<file path="src/common/irq_wake_pkg.sv">
// Constants for the interrupt option and wake control block.
// Assumes an APB slave with 32-bit data and one word per register.
package irq_wake_pkg;
  localparam logic [11:0] OPTION_ADDR = 12'h0C8;
  localparam logic [11:0] MASK_ADDR = 12'h0D0;
  localparam logic [11:0] STATUS_ADDR = 12'h0D4;
  localparam logic [7:0] OPTION_RESET = 8'h00;
  localparam logic [7:0] MASK_RESET = 8'h00;
  localparam int LEVEL_BIT = 6;
  localparam int POLARITY_BIT = 5;
  localparam int GLOBAL_BIT = 4;
  // Mask register layout.
  localparam int TIMER_MASK_BIT = 0;
  localparam int CONV_MASK_BIT = 1;
  localparam int RL_OVF_MASK_BIT = 2;
  localparam int RL_CMP_MASK_BIT = 3;
  localparam int RL_EDGE_MASK_BIT = 4;
  localparam int SERIAL_MASK_BIT = 5;
  localparam int NUM_VECTORS = 4;
  localparam int STAB_TIME_US = 8;
  localparam int CLK_MHZ = 40;
  localparam int STAB_CYCLES = STAB_TIME_US * CLK_MHZ;
  typedef enum logic [3:0] {
    ST_RUN = 4'b0001,
    ST_WAIT = 4'b0010,
    ST_STOP = 4'b0100,
    ST_STAB = 4'b1000
  } power_state_t;
  typedef enum logic [1:0] {
    CTX_MAIN = 2'h0,
    CTX_MASKABLE = 2'h1,
    CTX_NMI = 2'h2
  } core_ctx_t;
endpackage : irq_wake_pkg

</file>
<file path="src/edge_sync.sv">
// Three-stage synchroniser with agreement check and edge outputs.
// Assumes an asynchronous input pin.
`timescale 1ns/100ps
`default_nettype none
module edge_sync (
  input wire logic clk,
  input wire logic nrst,
  input wire logic pin,
  output logic level,
  output logic rise,
  output logic fall
);
  typedef struct packed {
    logic s1;
    logic s2;
    logic s3;
    logic lvl;
  } sync_state_t;
  sync_state_t st_q, st_d;
  always_comb begin
    st_d = st_q;
    st_d.s1 = pin;
    st_d.s2 = st_q.s1;
    st_d.s3 = st_q.s2;
    // A change counts only once the later two stages agree.
    if (st_q.s2 == st_q.s3) begin
      st_d.lvl = st_q.s3;
    end
  end
  always_ff @(posedge clk or negedge nrst) begin
    if (!nrst) begin
      st_q <= '{s1: 1'b1, s2: 1'b1, s3: 1'b1, lvl: 1'b1};
    end else begin
      st_q <= st_d;
    end
  end
  assign level = st_q.lvl;
  assign rise = st_d.lvl & ~st_q.lvl;
  assign fall = ~st_d.lvl & st_q.lvl;
endmodule : edge_sync
`default_nettype wire

</file>
<file path="src/irq_wake_ctrl.sv">
// Interrupt option register, vector routing and low-power wake control.
// Assumes an APB master, a core that pulses its instruction-boundary and
// vector-acknowledge strobes, and peripherals that present event levels.
// Operation
// [RULE1] Option register is write-only at 0C8h; whole-byte writes only.
// [RULE2] Reset clears the option register to zero.
// [RULE3] Bit 6 set makes source one level sensitive, clear edge sensitive.
// [RULE4] Bit 5 selects the edge polarity of source two.
// [RULE5] Bit 5 one means rising edge, zero means falling edge.
// [RULE6] Bit 4 is global enable; clear blocks all but non-maskable.
// [RULE7] With global enable clear, non-maskable is serviced but cannot wake.
// [RULE8] With global enable clear, only reset leaves wait or stop.
// [RULE9] Timer overflow and converter end, each masked, request vector four.
// [RULE10] Reload timer overflow, compare, input edge, each masked, request vector three.
// [RULE11] Serial end of transmission, masked, requests vector two.
// [RULE12] Ports A and B request vector one, port C vector two.
// [RULE13] A level request is not stored; source holds it until sampled.
// [RULE14] Wait halts the core while clock and peripherals keep running.
// [RULE15] Wake from wait resumes with no stabilisation delay.
// [RULE16] Stop only with watchdog off; oscillator halts until interrupt or reset.
// [RULE17] Wake from stop inserts an oscillator stabilisation delay.
// [RULE18] Reset during wait or stop runs the ordinary reset procedure.
// [RULE19] From main, the waking interrupt is serviced, then next instruction.
// [RULE20] From non-maskable routine, any interrupt wakes; resume, no service.
// [RULE21] From maskable routine, maskable wake resumes that routine first.
// [RULE22] From maskable routine, non-maskable wake is serviced, then resume.
// [RULE23] With watchdog active, stop executes as wait.
// [RULE24] Wait and stop are refused while an enabled request is pending.
// [RULE25] Interrupt wake leaves the oscillator selection unchanged.
// [RULE26] Wake request is enabled maskable requests or non-maskable, under global enable.
//
// The APB interface to the registers was left to the implementer.
`timescale 1ns/100ps
`default_nettype none
module irq_wake_ctrl
  import irq_wake_pkg::*;
#(
  parameter int STAB_COUNT = STAB_CYCLES,
  parameter int PORT_A_W = 4,
  parameter int PORT_B_W = 6,
  parameter int PORT_C_W = 3
) (
  input wire logic clk,
  input wire logic nrst,
  input wire logic psel,
  input wire logic penable,
  input wire logic pwrite,
  input wire logic [11:0] paddr,
  input wire logic [31:0] pwdata,
  output logic [31:0] prdata,
  output logic pready,
  output logic pslverr,
  input wire logic nmi_pin,
  input wire logic ext_src1_pin,
  input wire logic ext_src2_pin,
  input wire logic timer_zero_flag,
  input wire logic converter_done_flag,
  input wire logic reload_overflow_flag,
  input wire logic reload_compare_flag,
  input wire logic reload_input_edge_flag,
  input wire logic serial_running_flag,
  input wire logic [PORT_A_W-1:0] port_a_irq,
  input wire logic [PORT_B_W-1:0] port_b_irq,
  input wire logic [PORT_C_W-1:0] port_c_irq,
  input wire logic watchdog_active,
  input wire logic instr_boundary,
  input wire logic wait_exec,
  input wire logic stop_exec,
  input wire logic vector_ack,
  input wire logic [2:0] ack_vector,
  input wire logic reti,
  input wire logic osc_select_in,
  output logic [2:0] take_vector,
  output logic take_valid,
  output logic core_halt,
  output logic osc_run,
  output logic osc_select,
  output logic [1:0] core_ctx,
  output logic [1:0] power_state
);
  //////////////////////////////////////////////////////////////////////////
  typedef struct packed {
    logic [7:0] option;
    logic [7:0] mask;
    logic nmi_latch;
    logic src1_latch;
    logic src2_latch;
    power_state_t pstate;
    core_ctx_t ctx;
    core_ctx_t saved_ctx;
    logic from_stop;
    logic [15:0] stab_cnt;
    logic [31:0] rdata;
    logic osc_sel;
  } ctrl_state_t;
  ctrl_state_t st_q, st_d;
  logic nmi_fall;
  logic s1_lvl, s1_fall;
  logic s2_rise, s2_fall;
  logic src1_level_select, src2_edge_polarity, global_irq_enable;
  logic [NUM_VECTORS:1] vec_req;
  logic maskable_any, wake_req, nmi_pend;
  logic apb_write, apb_read;
  logic [2:0] best_vec;

  edge_sync u_nmi_sync (
    .clk(clk), .nrst(nrst), .pin(nmi_pin),
    .level(), .rise(), .fall(nmi_fall)
  );
  edge_sync u_src1_sync (
    .clk(clk), .nrst(nrst), .pin(ext_src1_pin),
    .level(s1_lvl), .rise(), .fall(s1_fall)
  );
  edge_sync u_src2_sync (
    .clk(clk), .nrst(nrst), .pin(ext_src2_pin),
    .level(), .rise(s2_rise), .fall(s2_fall)
  );
  // The NMI and source one never trigger on a rising edge, so their
  // rising-edge outputs are left open.

  // Lowest-numbered pending vector wins; source one has the top priority.
  function automatic logic [2:0] pick_vector(input logic [NUM_VECTORS:1] req);
    pick_vector = 3'h0;
    for (int i = NUM_VECTORS; i >= 1; i--) begin
      if (req[i]) begin
        pick_vector = 3'(i);
      end
    end
  endfunction : pick_vector

  //////////////////////////////////////////////////////////////////////////
  assign src1_level_select = st_q.option[LEVEL_BIT]; // see [RULE3]
  assign src2_edge_polarity = st_q.option[POLARITY_BIT]; // see [RULE4]
  assign global_irq_enable = st_q.option[GLOBAL_BIT]; // see [RULE6]

  always_comb begin
    // Source one: a live low level is used unlatched in level mode.
    vec_req[1] = (src1_level_select ? ~s1_lvl : st_q.src1_latch) // see [RULE13]
               | (|port_a_irq) | (|port_b_irq); // see [RULE12]
    vec_req[2] = st_q.src2_latch | (|port_c_irq) // see [RULE12]
               | (serial_running_flag & st_q.mask[SERIAL_MASK_BIT]); // see [RULE11]
    vec_req[3] = (reload_overflow_flag & st_q.mask[RL_OVF_MASK_BIT]) // see [RULE10]
               | (reload_compare_flag & st_q.mask[RL_CMP_MASK_BIT])
               | (reload_input_edge_flag & st_q.mask[RL_EDGE_MASK_BIT]);
    vec_req[4] = (timer_zero_flag & st_q.mask[TIMER_MASK_BIT]) // see [RULE9]
               | (converter_done_flag & st_q.mask[CONV_MASK_BIT]);
  end

  assign maskable_any = global_irq_enable & (|vec_req); // see [RULE6]
  assign nmi_pend = st_q.nmi_latch;
  assign wake_req = global_irq_enable & ((|vec_req) | nmi_pend); // see [RULE26] [RULE7]
  assign best_vec = pick_vector(vec_req);

  //////////////////////////////////////////////////////////////////////////
  assign apb_write = psel & penable & pwrite;
  assign apb_read = psel & ~penable & ~pwrite;
  assign pready = 1'b1;
  assign pslverr = 1'b0;

  always_comb begin
    st_d = st_q;
    // Edge latches: the set wins over the acknowledge in the same cycle.
    if (vector_ack && ack_vector == 3'h0) begin
      st_d.nmi_latch = 1'b0;
    end
    if (nmi_fall) begin
      st_d.nmi_latch = 1'b1;
    end
    if (vector_ack && ack_vector == 3'h1) begin
      st_d.src1_latch = 1'b0;
    end
    if (s1_fall && !src1_level_select) begin
      st_d.src1_latch = 1'b1;
    end
    if (vector_ack && ack_vector == 3'h2) begin
      st_d.src2_latch = 1'b0;
    end
    if (src2_edge_polarity ? s2_rise : s2_fall) begin // see [RULE5]
      st_d.src2_latch = 1'b1;
    end
    // Whole-byte write only; reads return zero for the option register.
    if (apb_write && paddr == OPTION_ADDR) begin
      st_d.option = pwdata[7:0]; // see [RULE1]
    end
    if (apb_write && paddr == MASK_ADDR) begin
      st_d.mask = pwdata[7:0];
    end
    if (apb_read) begin
      unique case (paddr)
        MASK_ADDR: st_d.rdata = {24'h000000, st_q.mask};
        STATUS_ADDR: st_d.rdata = {21'h000000, st_q.osc_sel, st_q.from_stop,
                                   st_q.ctx, st_q.pstate, st_q.nmi_latch,
                                   st_q.src2_latch, st_q.src1_latch};
        default: st_d.rdata = 32'h00000000;
      endcase
    end
    // Context tracking follows vector acknowledges and returns.
    if (vector_ack && st_q.pstate == ST_RUN) begin
      if (ack_vector == 3'h0) begin
        st_d.saved_ctx = st_q.ctx;
        st_d.ctx = CTX_NMI;
      end else begin
        st_d.ctx = CTX_MASKABLE;
      end
    end else if (reti) begin
      st_d.ctx = (st_q.ctx == CTX_NMI) ? st_q.saved_ctx : CTX_MAIN;
    end
    unique case (st_q.pstate)
      ST_RUN: begin
        st_d.stab_cnt = 16'h0000;
        // Refuse to sleep with an enabled request already pending.
        if ((wait_exec || stop_exec) && !(maskable_any || nmi_pend)) begin // see [RULE24]
          if (stop_exec && !watchdog_active) begin // see [RULE23] [RULE16]
            st_d.pstate = ST_STOP;
            st_d.from_stop = 1'b1;
          end else begin
            st_d.pstate = ST_WAIT; // see [RULE14]
            st_d.from_stop = 1'b0;
          end
        end
      end
      ST_WAIT: begin
        if (wake_req) begin
          st_d.pstate = ST_RUN; // see [RULE15] [RULE8]
        end
      end
      ST_STOP: begin
        if (wake_req) begin
          st_d.pstate = ST_STAB; // see [RULE17] [RULE8]
        end
      end
      ST_STAB: begin
        st_d.stab_cnt = st_q.stab_cnt + 16'h0001;
        if (st_q.stab_cnt == 16'(STAB_COUNT - 1)) begin
          st_d.pstate = ST_RUN;
        end
      end
      default: st_d.pstate = ST_RUN;
    endcase
    // The clock source choice is only changed by its own input while running.
    if (st_q.pstate == ST_RUN) begin
      st_d.osc_sel = osc_select_in; // see [RULE25]
    end
  end

  always_ff @(posedge clk or negedge nrst) begin
    if (!nrst) begin
      // Any reset lands in the ordinary run state, never a resume.
      st_q <= '{option: OPTION_RESET, mask: MASK_RESET, nmi_latch: 1'b0, // see [RULE2] [RULE18]
                src1_latch: 1'b0, src2_latch: 1'b0, pstate: ST_RUN,
                ctx: CTX_MAIN, saved_ctx: CTX_MAIN, from_stop: 1'b0,
                stab_cnt: 16'h0000, rdata: 32'h00000000, osc_sel: 1'b0};
    end else begin
      st_q <= st_d;
    end
  end

  //////////////////////////////////////////////////////////////////////////
  // Vector decision at each instruction boundary while running.
  always_comb begin
    take_valid = 1'b0;
    take_vector = 3'h0;
    if (instr_boundary && st_q.pstate == ST_RUN) begin
      if (nmi_pend && st_q.ctx != CTX_NMI) begin
        take_valid = 1'b1; // see [RULE22] [RULE7]
        take_vector = 3'h0;
      end else if (maskable_any && st_q.ctx == CTX_MAIN) begin
        take_valid = 1'b1; // see [RULE19] [RULE21] [RULE20]
        take_vector = best_vec;
      end
    end
  end

  assign prdata = st_q.rdata;
  assign core_halt = (st_q.pstate != ST_RUN);
  assign osc_run = (st_q.pstate != ST_STOP);
  assign osc_select = st_q.osc_sel;
  assign core_ctx = st_q.ctx;
  assign power_state = {st_q.pstate[3] | st_q.pstate[2], st_q.pstate[3] | st_q.pstate[1]};

  //////////////////////////////////////////////////////////////////////////
  option_reset_a: assert property (@(posedge clk) $rose(nrst) |-> st_q.option == 8'h00) // see [RULE2]
    else $error("option register not clear after reset");
  option_write_a: assert property (@(posedge clk) disable iff (!nrst) // see [RULE1]
    apb_write && paddr == OPTION_ADDR |=> st_q.option == $past(pwdata[7:0]))
    else $error("option write lost");
  option_read_a: assert property (@(posedge clk) disable iff (!nrst) // see [RULE1]
    apb_read && paddr == OPTION_ADDR |=> prdata == 32'h00000000)
    else $error("option register readable");
  sleep_block_a: assert property (@(posedge clk) disable iff (!nrst) // see [RULE24]
    st_q.pstate == ST_RUN && (maskable_any || nmi_pend) |=> st_q.pstate == ST_RUN)
    else $error("slept with request pending");
  stop_wd_a: assert property (@(posedge clk) disable iff (!nrst) // see [RULE23]
    st_q.pstate == ST_RUN && stop_exec && watchdog_active && !maskable_any && !nmi_pend
    |=> st_q.pstate == ST_WAIT)
    else $error("stop taken with watchdog active");
  wait_wake_a: assert property (@(posedge clk) disable iff (!nrst) // see [RULE15]
    st_q.pstate == ST_WAIT && wake_req |=> !core_halt)
    else $error("wait wake delayed");
  no_wake_a: assert property (@(posedge clk) disable iff (!nrst) // see [RULE8]
    st_q.pstate == ST_WAIT && !global_irq_enable |=> st_q.pstate == ST_WAIT)
    else $error("woke with global enable clear");
  stop_stab_a: assert property (@(posedge clk) disable iff (!nrst) // see [RULE17]
    st_q.pstate == ST_STOP && wake_req |=> core_halt [*8])
    else $error("stop wake without delay");
  nmi_mode_a: assert property (@(posedge clk) disable iff (!nrst) // see [RULE20]
    st_q.ctx == CTX_NMI |-> !take_valid)
    else $error("service taken in nmi mode");
  mask_gate_a: assert property (@(posedge clk) disable iff (!nrst) // see [RULE6]
    !global_irq_enable |-> !(take_valid && take_vector != 3'h0))
    else $error("maskable taken while disabled");
  cover_wait_c: cover property (@(posedge clk) st_q.pstate == ST_WAIT ##1 st_q.pstate == ST_RUN);
  cover_stop_c: cover property (@(posedge clk) st_q.pstate == ST_STAB ##1 st_q.pstate == ST_RUN);
  cover_nmi_c: cover property (@(posedge clk) take_valid && take_vector == 3'h0);
  cover_vec4_c: cover property (@(posedge clk) take_valid && take_vector == 3'h4);
endmodule : irq_wake_ctrl
`default_nettype wire

</file>
<file path="config.mk">
export PLATFORM = sky130hd
export DESIGN_NAME = irq_wake_ctrl
export DESIGN_NICKNAME = d
export VERILOG_FILES = /design/src/common/irq_wake_pkg.sv /design/src/edge_sync.sv /design/src/irq_wake_ctrl.sv
export SDC_FILE = /design/constraint.sdc
export NUM_CORES = 1
export LEC_CHECK = 0
export BUFFER_PORTS_ARGS = -buffer_cell sky130_fd_sc_hd__buf_2
export CAP_MARGIN = 20
export CORE_MARGIN = 10
export CORE_UTILIZATION = 30
export CTS_CLUSTER_SIZE = 14
export DETAILED_ROUTE_END_ITERATION = 6
export PLACE_DENSITY = 0.59
export SYNTH_ARGS = -nofsm -noshare
export SYNTH_HDL_FRONTEND = slang
export SYNTH_SLANG_ARGS = --single-unit
</file>
<file path="constraint.sdc">
create_clock -name clk -period 2.4 [get_ports clk]
set_input_delay 0.12 -clock clk [delete_from_list [all_inputs] [get_ports clk]]
set_output_delay 0.12 -clock clk [all_outputs]
set_load 0.02 [all_outputs]
</file>
==> impl_results.md, run 1 <==
* Status: finished, final reports clean
* Setup Skew at 0.01170 ns
* Final setup margin at 0.1136 ns
* RSZ-0062 raised after global routing: yes
* TritonCTS Sinks at 63
* Combinational Power Share at 20.4%
* Fin. max-slew vios at 0
* Switching share of power at 31.07%
* Final hold viol count at 0
* Synth Cell Area at 3217 sq um
* Met2 Usage GRT at 16.38%
* Worst min-delay path category: in2reg
* CP cell instances: or4_1, a21oi_2, nand2_2, nor4b_1, buf_2
* Via count at 2471
* Drt pass-1 iters at 4
* Switching pwr at 0.8638 mW
* Io pins at 126
* Max IR drop VDD at 0.3185 mV
* IO buf count at 78
* PwrDens at 717.0 nW/um^2
* Final min period at 2.286 ns
* Finished layout cell area at 3877 sq um
* CTS root buf: clkbuf_8
* #FFs+latches synth at 63
* Slowest stage delay, CP at 0.46 ns
* Initial Utilization at 31.02%
* Critical path class: reg2out
* WL final at 8101 um
* Post-synth top area share at 38.90%
* Die Y at 123.6 um
* GRT Util Overall at 10.98%
* Placement Rows at 37
* Yosys warns at 0
* First-pass GRT wire length at 13150 um
* Synth area leader: dfrtp_1
* Met3 usage at 2.826%
* Tcrit/Tclk final at 95.27%
* Max-slew headroom at 60.46%
* Vias in the first global route at 2543
* Seq/Total Area, Yosys at 49.51%
* CTS HTree Levels at 3
* Post-place setup slack at 0.4022 ns
* Post-DP HPWL at 6516 um
* Total power at 2.780 mW
* CTS clk-pin slew, worst paths at 0.07 ns
* Leak Pwr at 1.850 nW
* Worst skew pair latency at 0.34 ns
* Synth unique cells at 61
* Req. time, crit path at 2.28 ns
* Drt wl/cell at 15.43 um
* Placed Area at 3595 sq um
* Die ar. at 15260 sq um
* Flop pwr share at 45.5%
* Die width at 123.6 um
* Initial DRC count at 113
* Worst Tran Pin Value at 0.5849 ns
* Critical Path Source Type: flip-flop
* Post-route DRC at 0
* Top cells by area, synth: dfrtp_1, dfstp_2, buf_4
* Vias per inst at 4.707
* Grt peak-use layer: met2
* Cell at the slowest stage of the critical path: nor4b_1
* Maximum clock insertion buffer count at 2
* Layout cells sized above 1 at 35.99%
* FFs w/ async S/R, synth at 100.0%
* WP data arrival at 2.17 ns
* Initial antenna violation count at 0
* Pin count of the biggest net entering global routing at 26
* Gate Count Post-Synth at 305
* Crit end category: output pin
* Cts bufs inserted at 9
* Clk pwr share at 34.1%
* Most used DFF post-synth: dfrtp_1
* Area grow syn2layout at 20.54%
* Fin nets at 466
* Int Power at 1.916 mW
* Overflow after GRT at 0
* GPL Wtd Cong at 0.8157
* MaxCap Viol Count at 0
* Max FO, Critical Path at 5
* Diodes inserted at 0
* Fmax at 0.4374 GHz
* Grt met1 use at 14.49%
* CTS tree: built
* Average size of a mapped cell at 10.55 sq um
* Post-synth EDFFs at 0
* CORE AREA at 10370 sq um
* Post-DRT Antenna Nets at 0
* Final setup fails at 0
registers in the layout, summed over array words and instances, names as in the netlist, 2 cells and up:
register,cells
u_src2_sync.st_d,2
st_q,33
core_ctx,2
u_nmi_sync.st_d,2
prdata,11
u_src1_sync.st_d,2
logic make-up (layout without fill, tap and decap cells):
kind of cell               count (synthesis)  after routing  synth area share, %
and+or+nand+nor                          109            109                18.86
DFF                                       63             63                49.51
AOI/OAI and AO/OA                         52             52                11.12
buffers and inverters                     47            110                9.762
muxes                                     27             27                8.907
adders and majority gates                  4              4                1.322
other                                      2             23               0.2335
xor gates and xnor gates                   1              1               0.2723
layer usage:
metal	routed length, um	vias to the layer above
li1	-	1194
met1	3811	1181
met2	3572	87
met3	623	9
met4	94	0
met5	0	-
through the flow:
step | util (%) | hold slack, ns | std cells | TNS (ns)
2_1_floorplan | - | -0.1756 | 326 | 0
3_3_place_gp | 34.66 | 0.1415 | 502 | 0
3_5_place_dp | 34.66 | 0.1482 | 502 | 0
4_1_cts | 37.16 | 0.001039 | 523 | 0
5_1_grt | 37.39 | 0.001345 | 525 | -0.0008982
6_report | 37.39 | 0.01563 | 525 | 0
cell usage after synthesis, drive strengths merged (2+ instances only):
cell type and n:
or4b 2, dfstp 13, dfrtp 50, a32o 3, conb 2, o21ai 26, mux2 13, clkbuf 4
a22o 2, inv 4, nand4 5, nand3 13, nor4b 6, and3 2, nor2b 5, a21oi 6
nor3b 2, nand4bb 2, mux2i 14, nor3 3, o31ai 3, nor4 5, maj3 3, nor2 17
buf 39, nand2 40
worst max-delay path: cells and delay by family, from the launching register on:
family / cells / cell delay [ns]
compound gates: 1 / 0.17
simple gates: 3 / 1.00
flops: 1 / 0.41
buf+inv: 1 / 0.25
placed cells by master, fill, tap and decap left out, types with 2 or more instances in the layout:
cell	count
buf_4	7
nand3_1	13
nor3_1	2
dfrtp_1	50
nand4_1	5
nand2_1	39
mux2_2	13
nor2b_1	5
nor4b_1	4
buf_2	78
clkbuf_8	11
o21ai_0	22
a22o_1	2
nor2_1	16
o21ai_1	3
a21oi_1	5
maj3_1	3
nand4bb_1	2
inv_1	4
mux2i_1	14
and3_1	2
dfstp_2	13
dlygate4sd3_1	5
clkinvlp_4	2
nor4_1	4
o31ai_1	2
conb_1	23
a32o_1	3
what timing repair did:
item / CTS / global route
gates resized for setup: 0 / 1
hold buffers: 5 / 0
setup endpoints to repair: 0 / 1
endpoints found under the hold margin: 26 / 0
buffers inserted: 0 / 2
cell type report:
type / instances / area (sq um)
clock inverter: 4 / 53.80
inverter: 4 / 15.01
sequential: 63 / 1593
fill: 1055 / 6492
multi-input combinational: 216 / 1398
tap: 136 / 170.2
clock buffer: 12 / 155.1
timing repair buffer: 90 / 493.0
power groups by stage:
stage	logic (mW)	clock network (mW)	registers, mW
2_1_floorplan	0.394	0	1.25
3_3_place_gp	0.560	0	1.28
3_5_place_dp	0.567	0	1.28
4_1_cts	0.575	0.975	1.26
5_1_grt	0.636	1.03	1.28
6_report	0.568	0.947	1.27
path summary, 6_finish.rpt:
path	start	endpoint	slack, ns	cells past startpoint
hold / removal	osc_select_in	osc_select	0.02	3
setup reg to reg	st_q[55]	st_q[42]	0.44	5
setup / recovery	st_q[58]	take_vector[2]	0.11	5
min in group asynchronous	nrst	st_q[45]	0.32	2
max in group asynchronous	nrst	u_src1_sync.st_q[1]	1.31	3
hold reg to reg	u_nmi_sync.st_d[2]	u_nmi_sync.st_d[1]	0.36	0
No activity file was read; power rests on OpenSTA's default activity.
==> inputs of run 2 (changes only) <==
--- a/config.mk
+++ b/config.mk
@@ -11,7 +11,6 @@
 export CORE_UTILIZATION = 30
 export CTS_CLUSTER_SIZE = 14
 export DETAILED_ROUTE_END_ITERATION = 6
-export PLACE_DENSITY = 0.59
 export SYNTH_ARGS = -nofsm -noshare
 export SYNTH_HDL_FRONTEND = slang
 export SYNTH_SLANG_ARGS = --single-unit
==> impl_results.md, run 2 (synthesis results as in run 1) <==
* Fin nets at 465
* Placement Rows at 37
* RR Endpoint: st_q[42]
* Int Power at 1.882 mW
* Final non-filler cell total at 524
* TritonCTS Sinks at 63
* Layout cells sized above 1 at 35.31%
* Fin util at 37.39%
* Hold_ws at 0.01673 ns
* CTS HTree Levels at 3
* MaxCap Viol Count at 0
* Worst skew pair latency at 0.34 ns
* Cts bufs inserted at 9
* Largest Register: st_q
* Worst Tran Pin Value at 0.4986 ns
* Fmax at 0.4368 GHz
* Req. time, crit path at 2.28 ns
* Die width at 123.6 um
* Crit. path cell count at 7
* Max FO, Critical Path at 5
* RR Startpoint: st_q[55]
* Vias per inst at 4.708
* Reg-to-reg slack, setup at 0.43 ns
* Leak Pwr at 1.848 nW
* GRT Util Overall at 10.86%
* CORE AREA at 10370 sq um
* CP cell instances: or4_1, a21oi_2, nand2_2, o31ai_2, o21a_1, nor3_1, buf_2
* Tcrit/Tclk final at 95.40%
* Io pins at 126
* GPL Wtd Cong at 0.8603
* Crit end category: output pin
* WP data arrival at 2.17 ns
* WL final at 8182 um
* Post-DRT Antenna Nets at 0
* Initial Utilization at 31.02%
* Max IR drop VDD at 0.3207 mV
* Slowest stage delay, CP at 0.42 ns
* Switching pwr at 0.8780 mW
* Clk pwr share at 34.0%
* Die Y at 123.6 um
* Final setup fails at 0
* CTS clk-pin slew, worst paths at 0.08 ns
* Area grow syn2layout at 20.54%
* Commonest non-fill, non-tap cells in the layout: buf_2, dfrtp_1, nand2_1, conb_1, o21ai_0
* Worst min-delay path category: in2reg
* Critical Path Source Type: flip-flop
* Metal-1 WL at 3782 um
* Final min period at 2.290 ns
* Reg2reg path depth at 5
* Final hold viol count at 0
* Via count at 2467
* Post-DP HPWL at 6501 um
* Worst path bufs/invs at 1
* RSZ-0062 raised after global routing: yes
* Endpoint, Worst Hold: st_q[62]
* Maximum clock insertion buffer count at 2
* Diodes inserted at 0
* PwrDens at 711.8 nW/um^2
* Cts repair resizes at 0
* Drt wl/cell at 15.61 um
* Cell at the slowest stage of the critical path: or4_1
* CP delay by family, top: compound AO/OA/AOI/OAI gates
* Pin count of the biggest net entering global routing at 45
* Fin. max-slew vios at 0
* Max reg flops at 33
* Vias in the first global route at 2568
* Max-slew headroom at 66.29%
* Combinational Power Share at 20.1%
* CTS tree: built
* Routed wl met3 at 592 um
* Switching share of power at 31.81%
* First-pass GRT wire length at 12900 um
* IO buf count at 78
* Flop pwr share at 45.9%
* Initial antenna violation count at 0
* Min-Delay Path Depth at 2
* Status: finished, final reports clean
* Overflow after GRT at 0
* Post-route DRC at 0
* Drt pass-1 iters at 6
* Critical path class: reg2out
* Placed Cells at 500
* Die ar. at 15260 sq um
* Wire length on met2 at 3635 um
* CTS root buf: clkbuf_8
* Setup Skew at 0.01116 ns
* Worst hold start: pwdata[1]
* Max Used Layer: met4
* Commonest non-fill, non-tap cell in the layout: buf_2
* Initial DRC count at 75
run 2: what timing repair did:
action / in CTS / in global routing
hold buffers: 8 / 0
buffers inserted: 0 / 0
endpoints found under the setup margin: 0 / 2
hold endpoints to repair: 26 / 0
run 2: through the flow:
stage | setup TNS (ns) | power, mW | worst slack (ns) | cell area (sq um)
after floorplan | 0 | 1.640 | 0.4000 | 3296
after global placement | 0 | 1.826 | 0.4303 | 3592
after detailed placement | 0 | 1.836 | 0.3652 | 3592
after CTS | 0 | 2.799 | 0.06365 | 3877
after global routing | -0.02249 | 2.922 | -0.01534 | 3877
final | 0 | 2.760 | 0.1105 | 3877
run 2: how the worst max path moves through the flow:
stage                     startpoint            endpoint  slack (ns)
after floorplan             st_q[55]      take_vector[2]        0.40
after global placement     paddr[10]  src2_edge_polarity        0.43
after detailed placement   paddr[10]   src1_level_select        0.37
after CTS                   st_q[58]          take_valid        0.06
after global routing        st_q[58]          take_valid       -0.02
final                       st_q[58]          take_valid        0.11
run 2: per-layer routing:
metal | track usage [%] | vias up
met5 | 0 | -
met3 | 3.282 | 10
met2 | 16.54 | 80
li1 | - | 1199
met4 | 5.677 | 0
met1 | 13.61 | 1178
run 2: layout make-up:
class / instances / area, sq um
Clock buffer: 10 / 137.6
Clock inverter: 6 / 67.56
Fill cell: 1066 / 6492
Inverter: 4 / 15.01
Multi-Input combinational cell: 216 / 1389
Sequential cell: 63 / 1593
Tap cell: 136 / 170.2
Timing Repair Buffer: 89 / 505.5
run 2: power by group through the flow:
stage                     sequential [mW]  clock, mW  combinational (mW)
after floorplan                      1.25          0               0.394
after global placement               1.28          0               0.546
after detailed placement             1.29          0               0.549
after CTS                            1.27      0.970               0.563
after global routing                 1.28       1.02               0.616
final                                1.27      0.939               0.553
run 2: worst reg2reg max path, cell delays in order (launching register included):
cell	delay, ns
dfrtp_1	0.50
or4b_1	0.75
nor3_2	0.31
nand3_1	0.13
nand3_1	0.10
o21ai_0	0.08
